`src/pkg/tpp_pkg.sv`:
```
// Constants, field layouts and carrier types of the programmable pulse timer.
package tpp_pkg;

  // ************************************************************
  // Register map (word addresses on the plain register port)
  // ************************************************************
  localparam int ADDR_W = 4;
  localparam int DATA_W = 16;
  localparam logic [3:0] ADDR_CONTROL = 4'h0;
  localparam logic [3:0] ADDR_PERIOD = 4'h1;
  localparam logic [3:0] ADDR_DUTY = 4'h2;
  localparam logic [3:0] ADDR_COUNT = 4'h3;
  localparam logic [3:0] ADDR_INT_STATUS = 4'h4;
  localparam logic [3:0] ADDR_INT_MASK = 4'h5;
  localparam logic [3:0] ADDR_STATE = 4'h6;

  // ************************************************************
  // Field positions of timer_one_control, interrupt and state registers
  // ************************************************************
  localparam int CTL_START_LSB = 0;
  localparam int CTL_REPEAT_BIT = 2;
  localparam int CTL_PRESET_BIT = 3;
  localparam int CTL_MODE_BIT = 4;
  localparam int CTL_CLK_LSB = 5;
  localparam int INT_MATCH_BIT = 0;
  localparam int STATE_FLOP_BIT = 0;
  localparam int STATE_RUN_BIT = 1;
  localparam int STATE_ARMED_BIT = 2;

  // ************************************************************
  // Encodings and reset values
  // ************************************************************
  localparam logic [1:0] START_STOP = 2'h0;
  localparam logic [1:0] START_COMMAND = 2'h1;
  localparam logic [1:0] START_RISE = 2'h2;
  localparam logic [1:0] START_FALL = 2'h3;
  localparam logic MODE_TIMER = 1'h0;
  localparam logic MODE_PULSE = 1'h1;
  localparam logic [15:0] RST_COMPARE = 16'hffff;
  localparam logic [15:0] RST_WORD = 16'h0000;

  // ************************************************************
  // Timing: source clock dividers and trigger noise filter
  // ************************************************************
  localparam int PRESCALE_W = 7;
  localparam logic [6:0] DIV_MASK_0 = 7'h00;
  localparam logic [6:0] DIV_MASK_1 = 7'h07;
  localparam logic [6:0] DIV_MASK_2 = 7'h1f;
  localparam logic [6:0] DIV_MASK_3 = 7'h7f;
  localparam int TRIG_REJECT_FC = 4;
  localparam int TRIG_ACCEPT_CYCLES = TRIG_REJECT_FC + 1;
  localparam int FILT_W = 3;

  // ************************************************************
  // Carrier types
  // ************************************************************
  typedef struct packed {
    logic [ADDR_W-1:0] addr;
    logic [DATA_W-1:0] wdata;
    logic wr;
    logic rd;
  } tpp_bus_req_t;

  typedef struct packed {
    logic [1:0] clk_sel;
    logic mode;
    logic preset;
    logic repeat_sel;
    logic [1:0] start;
  } tpp_control_t;

endpackage : tpp_pkg

```
`src/tpp_prescaler.sv`:
```
// Source clock tick generator for the pulse timer counter.
`timescale 1ns/10ps
`default_nettype none
module tpp_prescaler
  import tpp_pkg::*;
(
  input wire logic ref_clk, // System clock.
  input wire logic reset, // Synchronous reset, active high.
  input wire logic [1:0] clk_sel, // Divider select.
  output logic tick // One-cycle source clock pulse.
);

  logic [PRESCALE_W-1:0] div_count;
  logic [PRESCALE_W-1:0] mask;

  always_comb begin
    case (clk_sel)
      2'h0: mask = DIV_MASK_0;
      2'h1: mask = DIV_MASK_1;
      2'h2: mask = DIV_MASK_2;
      default: mask = DIV_MASK_3;
    endcase
  end

  always_ff @(posedge ref_clk) begin
    if (reset) begin
      div_count <= '0;
    end else begin
      div_count <= div_count + 7'h01;
    end
  end

  // The divider free runs, so the first tick after a start may come early by up to one period.
  always_ff @(posedge ref_clk) begin
    if (reset) begin
      tick <= 1'b0;
    end else begin
      tick <= ((div_count & mask) == mask);
    end
  end

endmodule : tpp_prescaler
`default_nettype wire

```
`src/tpp_trigger_filter.sv`:
```
// Synchroniser, noise filter and edge detector for the trigger pin.
`timescale 1ns/10ps
`default_nettype none
module tpp_trigger_filter
  import tpp_pkg::*;
(
  input wire logic ref_clk, // System clock.
  input wire logic reset, // Synchronous reset, active high.
  input wire logic trigger_input_pin, // Asynchronous trigger pin.
  output logic rise, // One-cycle pulse on a clean rising edge.
  output logic fall // One-cycle pulse on a clean falling edge.
);

  logic sync_a;
  logic sync_b;
  logic level;
  logic [FILT_W-1:0] stable;

  always_ff @(posedge ref_clk) begin
    if (reset) begin
      sync_a <= 1'b0;
      sync_b <= 1'b0;
    end else begin
      sync_a <= trigger_input_pin;
      sync_b <= sync_a;
    end
  end

  // A new level is taken only after it has held for more than the rejection width.
  always_ff @(posedge ref_clk) begin
    if (reset) begin
      stable <= '0;
      level <= 1'b0;
    end else if (sync_b == level) begin
      stable <= '0;
    end else if (stable == FILT_W'(TRIG_ACCEPT_CYCLES - 1)) begin // see [RULE_17]
      stable <= '0;
      level <= sync_b;
    end else begin
      stable <= stable + 3'h1;
    end
  end

  always_ff @(posedge ref_clk) begin
    if (reset) begin
      rise <= 1'b0;
      fall <= 1'b0;
    end else begin
      rise <= (sync_b != level) && sync_b && (stable == FILT_W'(TRIG_ACCEPT_CYCLES - 1));
      fall <= (sync_b != level) && !sync_b && (stable == FILT_W'(TRIG_ACCEPT_CYCLES - 1));
    end
  end

endmodule : tpp_trigger_filter
`default_nettype wire

```
`src/tpp_timer.sv`:
```
// Sixteen-bit timer in programmable pulse generation mode with its register port.
`timescale 1ns/10ps
`default_nettype none
// What this block does
// [RULE_01] Counter advances on selected source clock
// [RULE_02] Start field picks trigger edge or command
// [RULE_03] Repeat bit: 0 continuous, 1 one-shot
// [RULE_04] Duty match toggles, interrupts, keeps counting
// [RULE_05] Period match toggles, interrupts, clears, continues
// [RULE_06] Start field 00 stops, pin holds
// [RULE_07] One-shot period match clears start, stops
// [RULE_08] Pin is complement of output flop
// [RULE_09] Reset clears output flop
// [RULE_10] Software writes compares above current count
// [RULE_11] Software leaves preset alone while running
// [RULE_12] Inverted stop makes preset load complemented
// [RULE_13] Timer mode then pulse mode reinitialises
// [RULE_14] Software keeps period above duty
// [RULE_15] Duty written only after pulse mode
// [RULE_16] Start field picks rising or falling edge
// [RULE_17] Trigger filter rejects short noise pulses
// [RULE_18] Sixteen-bit counter, exact equality compares
// [RULE_19] Match interrupt is one pulse per match
module tpp_timer
  import tpp_pkg::*;
(
  input wire logic ref_clk, // System clock, 125 MHz.
  input wire logic reset, // Synchronous reset, active high.
  input wire tpp_bus_req_t bus_req, // Register port request.
  output logic [DATA_W-1:0] rd_data, // Read data, valid the cycle after rd.
  input wire logic trigger_input_pin, // External trigger pin.
  output logic pulse_output_pin, // Pulse pin, inverse of the output flop.
  output logic timer_match_interrupt, // One-cycle pulse per compare match.
  output logic irq // Level interrupt from unmasked status.
);

  // ************************************************************
  // State
  // ************************************************************
  tpp_control_t ctrl;
  logic [15:0] period_compare;
  logic [15:0] duty_compare;
  logic [15:0] count;
  logic output_flipflop;
  logic phase;
  logic running;
  logic int_status;
  logic int_mask;
  logic tick;
  logic trig_rise;
  logic trig_fall;
  logic trig_hit;
  logic duty_hit;
  logic period_hit;
  logic match;
  logic ctl_write;
  logic next_flop;

  function automatic logic hit(input tpp_bus_req_t req, input logic [3:0] a);
    hit = req.wr && (req.addr == a);
  endfunction : hit

  // ************************************************************
  // Helpers
  // ************************************************************
  tpp_prescaler u_prescaler (
    .ref_clk(ref_clk),
    .reset(reset),
    .clk_sel(ctrl.clk_sel),
    .tick(tick)
  );

  tpp_trigger_filter u_trigger (
    .ref_clk(ref_clk),
    .reset(reset),
    .trigger_input_pin(trigger_input_pin),
    .rise(trig_rise),
    .fall(trig_fall)
  );

  assign ctl_write = hit(bus_req, ADDR_CONTROL);
  assign trig_hit = ((ctrl.start == START_RISE) && trig_rise) ||
                    ((ctrl.start == START_FALL) && trig_fall); // see [RULE_16]
  assign duty_hit = running && tick && (count == duty_compare); // see [RULE_18]
  assign period_hit = running && tick && (count == period_compare); // see [RULE_18]
  assign match = duty_hit || period_hit;

  // ************************************************************
  // Control and compare registers
  // ************************************************************
  always_ff @(posedge ref_clk) begin
    if (reset) begin
      ctrl <= '0;
    end else if (ctl_write) begin
      ctrl <= tpp_control_t'(bus_req.wdata[6:0]);
    end else if (period_hit && ctrl.repeat_sel) begin
      ctrl.start <= START_STOP; // see [RULE_07]
    end
  end

  always_ff @(posedge ref_clk) begin
    if (reset) begin
      period_compare <= RST_COMPARE;
      duty_compare <= RST_COMPARE;
    end else begin
      if (hit(bus_req, ADDR_PERIOD)) begin
        period_compare <= bus_req.wdata;
      end
      if (hit(bus_req, ADDR_DUTY)) begin
        duty_compare <= bus_req.wdata;
      end
    end
  end

  // ************************************************************
  // Run control and counter
  // ************************************************************
  always_ff @(posedge ref_clk) begin
    if (reset) begin
      running <= 1'b0;
    end else if (ctrl.mode != MODE_PULSE || ctrl.start == START_STOP) begin
      running <= 1'b0; // see [RULE_06]
    end else if (period_hit && ctrl.repeat_sel) begin
      running <= 1'b0; // see [RULE_07] [RULE_03]
    end else if (!running) begin
      running <= (ctrl.start == START_COMMAND) || trig_hit; // see [RULE_02]
    end
  end

  // The count is left where it stopped; a new start continues from zero only after a clear.
  always_ff @(posedge ref_clk) begin
    if (reset) begin
      count <= RST_WORD;
    end else if (ctrl.mode != MODE_PULSE) begin
      count <= RST_WORD;
    end else if (period_hit) begin
      count <= RST_WORD; // see [RULE_05]
    end else if (running && tick) begin
      count <= count + 16'h0001; // see [RULE_01] [RULE_04]
    end
  end

  // ************************************************************
  // Output flop
  // ************************************************************
  // The phase bit remembers an odd number of toggles since the last initialisation,
  // which is why a preset written after such a stop lands inverted.
  always_comb begin
    next_flop = output_flipflop;
    if (match) begin
      next_flop = !output_flipflop; // see [RULE_04] [RULE_05]
    end else if (ctl_write && !running) begin
      next_flop = bus_req.wdata[CTL_PRESET_BIT] ^ phase; // see [RULE_12]
    end
  end

  always_ff @(posedge ref_clk) begin
    if (reset) begin
      phase <= 1'b0;
    end else if (ctrl.mode == MODE_TIMER) begin
      phase <= 1'b0; // see [RULE_13]
    end else if (match) begin
      phase <= !phase;
    end
  end

  always_ff @(posedge ref_clk) begin
    if (reset) begin
      output_flipflop <= 1'b0; // see [RULE_09]
      pulse_output_pin <= 1'b1;
    end else begin
      output_flipflop <= next_flop;
      pulse_output_pin <= !next_flop; // see [RULE_08]
    end
  end

  // ************************************************************
  // Interrupts
  // ************************************************************
  always_ff @(posedge ref_clk) begin
    if (reset) begin
      timer_match_interrupt <= 1'b0;
    end else begin
      timer_match_interrupt <= match; // see [RULE_19]
    end
  end

  // A match in the same cycle as a write-one-to-clear keeps the bit set.
  always_ff @(posedge ref_clk) begin
    if (reset) begin
      int_status <= 1'b0;
    end else if (match) begin
      int_status <= 1'b1;
    end else if (hit(bus_req, ADDR_INT_STATUS) && bus_req.wdata[INT_MATCH_BIT]) begin
      int_status <= 1'b0;
    end
  end

  always_ff @(posedge ref_clk) begin
    if (reset) begin
      int_mask <= 1'b0;
    end else if (hit(bus_req, ADDR_INT_MASK)) begin
      int_mask <= bus_req.wdata[INT_MATCH_BIT];
    end
  end

  always_ff @(posedge ref_clk) begin
    if (reset) begin
      irq <= 1'b0;
    end else begin
      irq <= (int_status || match) && int_mask;
    end
  end

  // ************************************************************
  // Read port
  // ************************************************************
  always_ff @(posedge ref_clk) begin
    if (reset) begin
      rd_data <= RST_WORD;
    end else if (bus_req.rd) begin
      case (bus_req.addr)
        ADDR_CONTROL: rd_data <= {9'h000, ctrl};
        ADDR_PERIOD: rd_data <= period_compare;
        ADDR_DUTY: rd_data <= duty_compare;
        ADDR_COUNT: rd_data <= count;
        ADDR_INT_STATUS: rd_data <= {15'h0000, int_status};
        ADDR_INT_MASK: rd_data <= {15'h0000, int_mask};
        ADDR_STATE: rd_data <= {13'h0000, !running && ctrl.start[1] && ctrl.mode,
                                running, output_flipflop};
        default: rd_data <= RST_WORD;
      endcase
    end else begin
      rd_data <= RST_WORD;
    end
  end

endmodule : tpp_timer
`default_nettype wire

```
`config.mk`:
```
export PLATFORM = sky130hd
export DESIGN_NAME = tpp_timer
export DESIGN_NICKNAME = d
export VERILOG_FILES = /design/src/pkg/tpp_pkg.sv /design/src/tpp_prescaler.sv /design/src/tpp_trigger_filter.sv /design/src/tpp_timer.sv
export SDC_FILE = /design/constraint.sdc
export NUM_CORES = 1
export LEC_CHECK = 0
export BUFFER_PORTS_ARGS = -buffer_cell sky130_fd_sc_hd__buf_4
export CAP_MARGIN = 20
export CORE_MARGIN = 2
export CORE_UTILIZATION = 55
export CTS_CLUSTER_SIZE = 12
export DETAILED_ROUTE_END_ITERATION = 7
export PLACE_DENSITY = 0.75
export SYNTH_ARGS = -nofsm -noshare
export SYNTH_HDL_FRONTEND = slang
export SYNTH_SLANG_ARGS = --single-unit
export TNS_END_PERCENT = 20
```
`constraint.sdc`:
```
create_clock -name ref_clk -period 2.2 [get_ports ref_clk]
set_clock_uncertainty 0.1 [all_clocks]
set_input_delay 0.44 -clock ref_clk [delete_from_list [all_inputs] [get_ports ref_clk]]
set_output_delay 0.44 -clock ref_clk [all_outputs]
set_load 0.02 [all_outputs]
```
Word level (Yosys, flattened, before mapping)
Index checks and enable logic that the tools add are counted.
- register bits: 95
- input port bits: 25
- output and inout port bits: 19
- logic and storage cells: 100
- add/subtract/negate cells: 3
- equality and inequality tests: 17
- muxes and demuxes: 9
- bitwise operators: 5
- reduce and logical (&&, ||, !) cells: 41
- operators by type and width (operator ; number):
    $pmux 16 s7 ; 1
    $eq 16x16->1 ; 2
    $pmux 7 s3 ; 1
    $logic_and 1x1->1 ; 20
    $add 16x1->16 const B ; 1
    $eq 4x3->1 const B ; 3
    $reduce_or 3->1 ; 3
    $eq 4x2->1 const B ; 2
    $add 7x1->7 const B ; 1
    $and 7x7->7 ; 1
    $eq 7x7->1 ; 1
    $eq 2x2->1 const B ; 3
    $logic_not 1->1 ; 5
    $logic_or 1x1->1 ; 5
    $mux 1 ; 5
    $eq 2x1->1 const B ; 2
    $eq 4x1->1 const B ; 1
    $logic_not 2->1 ; 2
    $logic_not 4->1 ; 1
    $mux 2 ; 2
    $reduce_bool 2->1 ; 2
    $reduce_or 2->1 ; 2
    $add 3x1->3 const B ; 1
    $eq 3x3->1 const B ; 1
    5 further kinds ; 7

Longest topological paths before layout
Gate-level depths: netlist of run 1.
- depth in word-level cells: 6
- mapped depth: 8
- gate-level depth less buffers: 6

Hierarchy
From an unflattened synthesis of run 1, not the netlist that was laid out.
- cells, all modules: 509
- area, all modules: 4483.0 µm²
- modules (own cells, without submodules) (module ; times used ; cells an instance ; area each (µm²) ; sequential area each (µm²)):
    tpp_timer ; 1 ; 445 ; 3823.7 ; 1581.5
    tpp_trigger_filter ; 1 ; 31 ; 334.1 ; 160.2
    tpp_prescaler ; 1 ; 33 ; 325.3 ; 160.2

Worst setup path before layout of run 1
No wires, ideal clock.
- path type: input to register
- start point: input bus_req[21] in the netlist's numbering
- end point: register pulse_output_pin
- library setup time: 135 ps
- arrival: 1649 ps
- required time: 1965 ps
- slack: 317 ps
- cell stages on the path: 6
- path buffers: 1
- cell sequence: buf_2 -> nor4_4 -> nand2_2 -> or3_1 -> a21oi_2 -> mux2i_1
- longest elaborated chain between the ends: 6
- ends and longest elaborated chain (item ; RTL line ; RTL):
    from (decl) ; tpp_timer.sv:29 ; input wire tpp_bus_req_t bus_req,
    $logic_not 4->1 ; tpp_timer.sv:60 ; hit = req.wr && (req.addr == a);
    $logic_and 1x1->1 ; tpp_timer.sv:60 ;
    $logic_and 1x1->1 ; tpp_timer.sv:152 ; end else if (ctl_write && !running) begin
    $mux 1 ; tpp_timer.sv:152 ;
    $mux 1 ; tpp_timer.sv:150 ; if (match) begin
    $logic_not 1->1 ; tpp_timer.sv:173 ; pulse_output_pin <= !next_flop;
    to (signal assigned) ; tpp_timer.sv:173 ;
    to (decl) ; tpp_timer.sv:32 ; output logic pulse_output_pin,
No other way between the ends.
A chain may end at the register's enable or synchronous reset.

Final worst setup path of run 1
- start point: register count[3]
- end point: register output_flipflop
- longest elaborated chain between the ends: 4
- elaborated cells on any way between the ends: 6
- those cells by class: eq/ne (2); mux (1); reduce/logical (3)
- ends and longest elaborated chain (item ; RTL line ; RTL):
    from (decl) ; tpp_timer.sv:43 ; logic [15:0] count;
    from (signal assigned) ; tpp_timer.sv:139 ; count <= count + 16'h0001;
    $eq 16x16->1 (on tied branches) ; tpp_timer.sv:84, tpp_timer.sv:85 ;
    $logic_and 1x1->1 (on tied branches) ; tpp_timer.sv:84, tpp_timer.sv:85 ;
    $logic_or 1x1->1 * ; tpp_timer.sv:86 ; assign match = duty_hit || period_hit;
    $mux 1 * ; tpp_timer.sv:150 ;
    to (signal assigned) ; tpp_timer.sv:172 ; output_flipflop <= next_flop;
    to (decl) ; tpp_timer.sv:44 ; logic output_flipflop;
Every way passes the cells marked *; elsewhere a longest branch is shown, timed or not.

==> results of run 1 <==
cells in the final DEF, fill, tap and decap left out, drive strengths merged, types with 3 or more instances in the layout:
cell / instances
nand3b: 32
a222oi: 13
nor2b: 3
ha: 6
mux2i: 4
xor2: 10
xnor2: 41
nand2: 92
nor4: 5
and2: 5
nand3: 20
dfxtp: 95
nor3b: 4
clkbuf: 9
o21ai: 9
a21oi: 22
nor3: 8
and3: 6
a22oi: 5
buf: 57
nand2b: 5
or3: 5
inv: 11
nor2: 41
nand4: 16
cell families after synthesis:
group | count (synthesis)
and+or+nand+nor | 246
AOI/OAI and AO/OA | 56
DFF | 95
xor gates and xnor gates | 51
muxes | 5
adders and majority gates | 6
buffers and inverters | 44
registers in the layout, indices dropped and copies added, names as in the netlist:
| register | cells |
|---|---|
| ctrl | 7 |
| phase | 1 |
| rd_data | 16 |
| output_flipflop | 1 |
| u_trigger.fall | 1 |
| pulse_output_pin | 1 |
| int_status | 1 |
| u_trigger.sync_b | 1 |
| timer_match_interrupt | 1 |
| period_compare | 16 |
| count | 16 |
| duty_compare | 16 |
| u_trigger.stable | 3 |
| running | 1 |
| irq | 1 |
| u_trigger.rise | 1 |
| int_mask | 1 |
| u_trigger.level | 1 |
| u_trigger.sync_a | 1 |
| u_prescaler.tick | 1 |
| u_prescaler.div_count | 7 |
final timing paths:
path                            slack [ns]                        start                           to  cells after the start
worst min register to register        0.35  u_trigger.sync_a$_SDFF_PP0_  u_trigger.sync_b$_SDFF_PP0_                      1
worst max-delay path                  0.10        count[3]$_SDFFE_PP0P_   output_flipflop$_SDFF_PP0_                      5
worst min-delay path                  0.18            trigger_input_pin  u_trigger.sync_a$_SDFF_PP0_                      2
worst max register to register        0.10        count[3]$_SDFFE_PP0P_   output_flipflop$_SDFF_PP0_                      5
report_power, final:
part	internal, W	switching, W
Combinational	0.0000941	0.000110
Sequential	0.00174	0.0000247
Clock	0.000646	0.000635
Total	0.00248	0.000770
final cells by class:
type | instances | area, sq um
fill | 668 | 2680
timing repair buffer | 57 | 453
sequential | 95 | 1900
multi-input combinational | 364 | 2270
clock inverter | 6 | 93.8
inverter | 9 | 33.8
tap | 102 | 128
clock buffer | 9 | 124
layer usage:
layer | track usage (%) | wire length [microns]
met1 | 38.9 | 5250
met2 | 39.1 | 4810
met3 | 4.92 | 778
met4 | 7.60 | 136
met5 | 0 | 0
stage by stage:
step                      cells  util, %  power (W)  hold slack, ns  setup slack (ns)
after floorplan             503        -    0.00192           0.314             0.317
after global placement      627     62.2    0.00201           0.330             0.144
after detailed placement    627     62.2    0.00201           0.328            0.0983
after CTS                   642     65.0    0.00326           0.176            0.0857
after global routing        642     65.1    0.00338           0.182          0.000556
final                       642     65.1    0.00325           0.180             0.102
timing repair:
item / CTS / global route
resized for setup: 0 / 2
hold buffers: 0 / 0
endpoints found under the setup margin: 0 / 1
==> results.toml, run 1 <==
[layout]
fin_nets = 567
fin_area_sq_mm = 0.00501
antenna_cells = 0
area_growth_pct = 14.7
drive_above_1_share_pct = 15.4

[route]
drcViolationCount = 0
vias_per_cell = 5.78
ant_nets = 0
vias = 3710
firstDrtPassIters = 6
drtIter0Drc = 387
wire_per_inst_microns = 17.1
routed_wl_microns = 11000

[timing]
slew_viol_final = 0
hold_viol = 0
finalCriticalPeriod_ns = 2.10
maxSlewHeadroom_pct = 58.7
period_share_pct = 95.4
max_freq_ghz = 0.477
worstMarginPinSlew_ns = 0.619
rsz0062_at_grt = "no"
fin_tns_setup_ns = 0
setup_violations = 0

[synth]
yosysMostFrequentCell = "dfxtp_1"
yosys_warnings = 0
netlist_top_cells_area = "dfxtp_1 (44%), nand2_1 (7.8%), xnor2_1 (7.6%)"
synthArstFlopShare_pct = 0
synth_mux_area_share_pct = 1.18
ys_seq_area_share_pct = 43.6
synthCells = 503
ys_top_cells_by_count = "dfxtp_1 (95), nand2_1 (91), nor2_1 (41), xnor2_1 (38), nand3b_1 (32)"
synthAdderAreaFrac_pct = 1.72
netlist.area_leader.share_pct = 43.6
syn_area_sq_mm = 0.00436
synth_cell_types = 45
synth_ff_type = "dfxtp_1"
synth_top_family_by_area = "simple AND/OR/NAND/NOR gates"
synth_fp_nets = 534
synth_edf_count = 0
synthSimpleGateAreaFrac_pct = 29.4
syn_avg_cell_area_sq_um = 8.68
synth_xor_area_share_pct = 10.8
synth-seq-cells = 95
yosysTopAreaCell = "dfxtp_1"
synth_compound_area_share_pct = 8.83

[floorplanning]
chipHeight_microns = 93.1
rows = 32
die_area_sq_mm = 0.00866
die-width_microns = 93.1
io_pins = 44
core_sq_mm = 0.00769
initial_core_util_pct = 56.8

[critical_path]
arrival_ns = 2.26
cp_max_fo = 8
required_ns = 2.36
cp_cell_sequence = "xnor2_1 -> nand4_1 -> nor4_4 -> a32oi_1 -> mux2_1"
crit_buf_inv = 0
max_stage_delay_ns = 0.52
cp-start-kind = "flip-flop"
crit_type = "flip-flop to flip-flop"
path_delay_family = "simple AND/OR/NAND/NOR gates"
cp-end-kind = "flip-flop"
cp_slowest_cell = "dfxtp_1"

[status]
status = "finished, final reports clean"

[cts]
cts_tree = "built"
htreeDepth = 3
clk_latency_ns = 0.37
clockRootBuffer = "clkbuf_8"
postCtsSetupRepairBufs = 0
clock_sinks = 95
clockBufferDepth = 2
cts_buffers = 9
clk_pin_slew_ns = 0.09

[grt]
grt_pass1_wl_microns = 17600
grt_max_degree = 58
grt_usage_pct = 26.3
grt_pass1_vias = 3475
globalRouteOverflowTotal = 0
antenna_found_initial = 0

[placed_design]
place.gp.congestion = 0.928
port_buffers = 43
place_area_sq_mm = 0.00478
hpwl_microns = 8060

[power_and_ir_drop]
peakVddDrop_mv = 0.401
powerDensity_mw_per_mm2 = 650
p_leak_nw = 1.92

[hold_path]
hold_class = "primary input to flip-flop"

[job]
cap_violations = 0
Power figures use the tool's default switching activity.
==> run 2, diff against run 1 <==
Settings changed: CTS_BUF_LIST from default to sky130_fd_sc_hd__clkbuf_16.
==> run 2 against run 1 <==
- sequential share of layout area is 0.75 points lower
- maximum frequency is 1.1% lower
- via count is 1.1% higher
- worst hold slack better by 0.036 ns
- flip-flop and latch count stayed put
- largest power group unchanged
- non-clock buffer count stayed put
- critical path type unchanged
==> results.toml, run 2 (synthesis results as in run 1) <==
[status]
status = "finished, final reports clean"

[grt]
globalRouteOverflowTotal = 0
grt_pass1_wl_microns = 17900
grt_pass1_vias = 3574
antenna_found_initial = 0
grt_usage_pct = 26.5
grt_max_degree = 58

[floorplanning]
io_pins = 44
rows = 32
core_sq_mm = 0.00769
die-width_microns = 93.1
initial_core_util_pct = 56.8
chipHeight_microns = 93.1
die_area_sq_mm = 0.00866

[cts]
clockRootBuffer = "clkbuf_16"
clk_latency_ns = 0.34
clockBufferDepth = 2
postCtsHoldBufs = 0
htreeDepth = 3
cts_buffers = 9
cts_tree = "built"
clk_pin_slew_ns = 0.07
clock_sinks = 95

[job]
cap_violations = 0

[power_and_ir_drop]
p_leak_nw = 1.97
peakVddDrop_mv = 0.423
powerDensity_mw_per_mm2 = 714

[layout]
mostFrequentLayoutCells = "dfxtp_1 (94), nand2_1 (91), buf_4 (55)"
fin_nets = 567
area_growth_pct = 17.0
antenna_cells = 0
n_fill_cell = 649
final_common_cell = "dfxtp_1"
fin_cells = 642
final_core_util_pct = 66.4
drive_above_1_share_pct = 15.4

[timing]
rsz0062_at_grt = "no"
worst_slack_ns = 0.0780
finalCriticalPeriod_ns = 2.12
setup_violations = 0
slew_viol_final = 0
hold_viol = 0
fin_tns_setup_ns = 0
worstMarginPinSlew_ns = 0.623
period_share_pct = 96.5
max_freq_ghz = 0.471
maxSlewHeadroom_pct = 58.5

[hold_path]
hold_class = "primary input to flip-flop"

[placed_design]
port_buffers = 43
hpwl_microns = 8060
place.gp.congestion = 0.928
dpl_worst_slack_ns = 0.0983
dp_cells = 627

[route]
drtIter0Drc = 436
routed_wl_microns = 11100
vias_per_cell = 5.84
wire_per_inst_microns = 17.4
drcViolationCount = 0
ant_nets = 0
firstDrtPassIters = 8
vias = 3749

[critical_path]
arrival_ns = 2.25
required_ns = 2.32
cp-end-kind = "flip-flop"
crit_type = "flip-flop to flip-flop"
cp-start-kind = "flip-flop"
cp_max_fo = 8
[run 2: cell counts in the layout (fill, tap and decap cells not counted)]
Identical to the previous run, type by type.
[run 2: per-layer routing]
layer | wire (microns) | vias to the layer above | track usage (%) | share of wire (%)
li1 | - | 1795 | - | -
met1 | 5130 | 1799 | 38.6 | 46
met2 | 5040 | 140 | 40.0 | 45
met3 | 821 | 15 | 4.59 | 7.4
met4 | 146 | 0 | 8.58 | 1.3
met5 | 0 | - | 0 | 0
[run 2: power by group]
group          switching [W]  internal, W
sequential         0.0000248      0.00175
combinational       0.000110    0.0000941
clock               0.000669      0.00100
[run 2: final cells by class]
class,count,area (sq um),share of cell area (%)
inverter,9,33.8,0.661
multi-input combinational,364,2270,44.5
clock inverter,6,93.8,1.84
timing repair buffer,57,453,8.87
sequential,95,1900,37.3
clock buffer,9,225,4.41
tap,102,128,2.50
[run 2: critical path: stages (launching register included)]
cell and delay, ns:
dfxtp_1 0.50, xnor2_1 0.21, nand4_1 0.24, nor4_4 0.34, a32oi_1 0.24, mux2_1 0.39
[run 2: metrics by stage]
step	hold slack, ns	cell area, sq um	power [W]
CTS	0.213	5100	0.00366
finish	0.216	5110	0.00365
global placement	0.330	4780	0.00201
floorplan	0.314	4360	0.00192
global route	0.224	5110	0.00377
detailed placement	0.328	4780	0.00201
[run 2: what timing repair did]
item / CTS / global route
endpoints found under the setup margin: 0 / 1
gates resized for setup: 0 / 2
buffers inserted: 0 / 0
[run 2: worst paths after layout]
| kind | from | end | slack [ns] | depth (start not counted) |
|---|---|---|---|---|
| setup / recovery | count[8]$_SDFFE_PP0P_ | output_flipflop$_SDFF_PP0_ | 0.08 | 5 |
| hold / removal | bus_req[13] | duty_compare[11]$_SDFFE_PP1P_ | 0.22 | 3 |
| setup reg to reg | count[8]$_SDFFE_PP0P_ | output_flipflop$_SDFF_PP0_ | 0.08 | 5 |
| hold reg to reg | u_trigger.sync_a$_SDFF_PP0_ | u_trigger.sync_b$_SDFF_PP0_ | 0.34 | 1 |
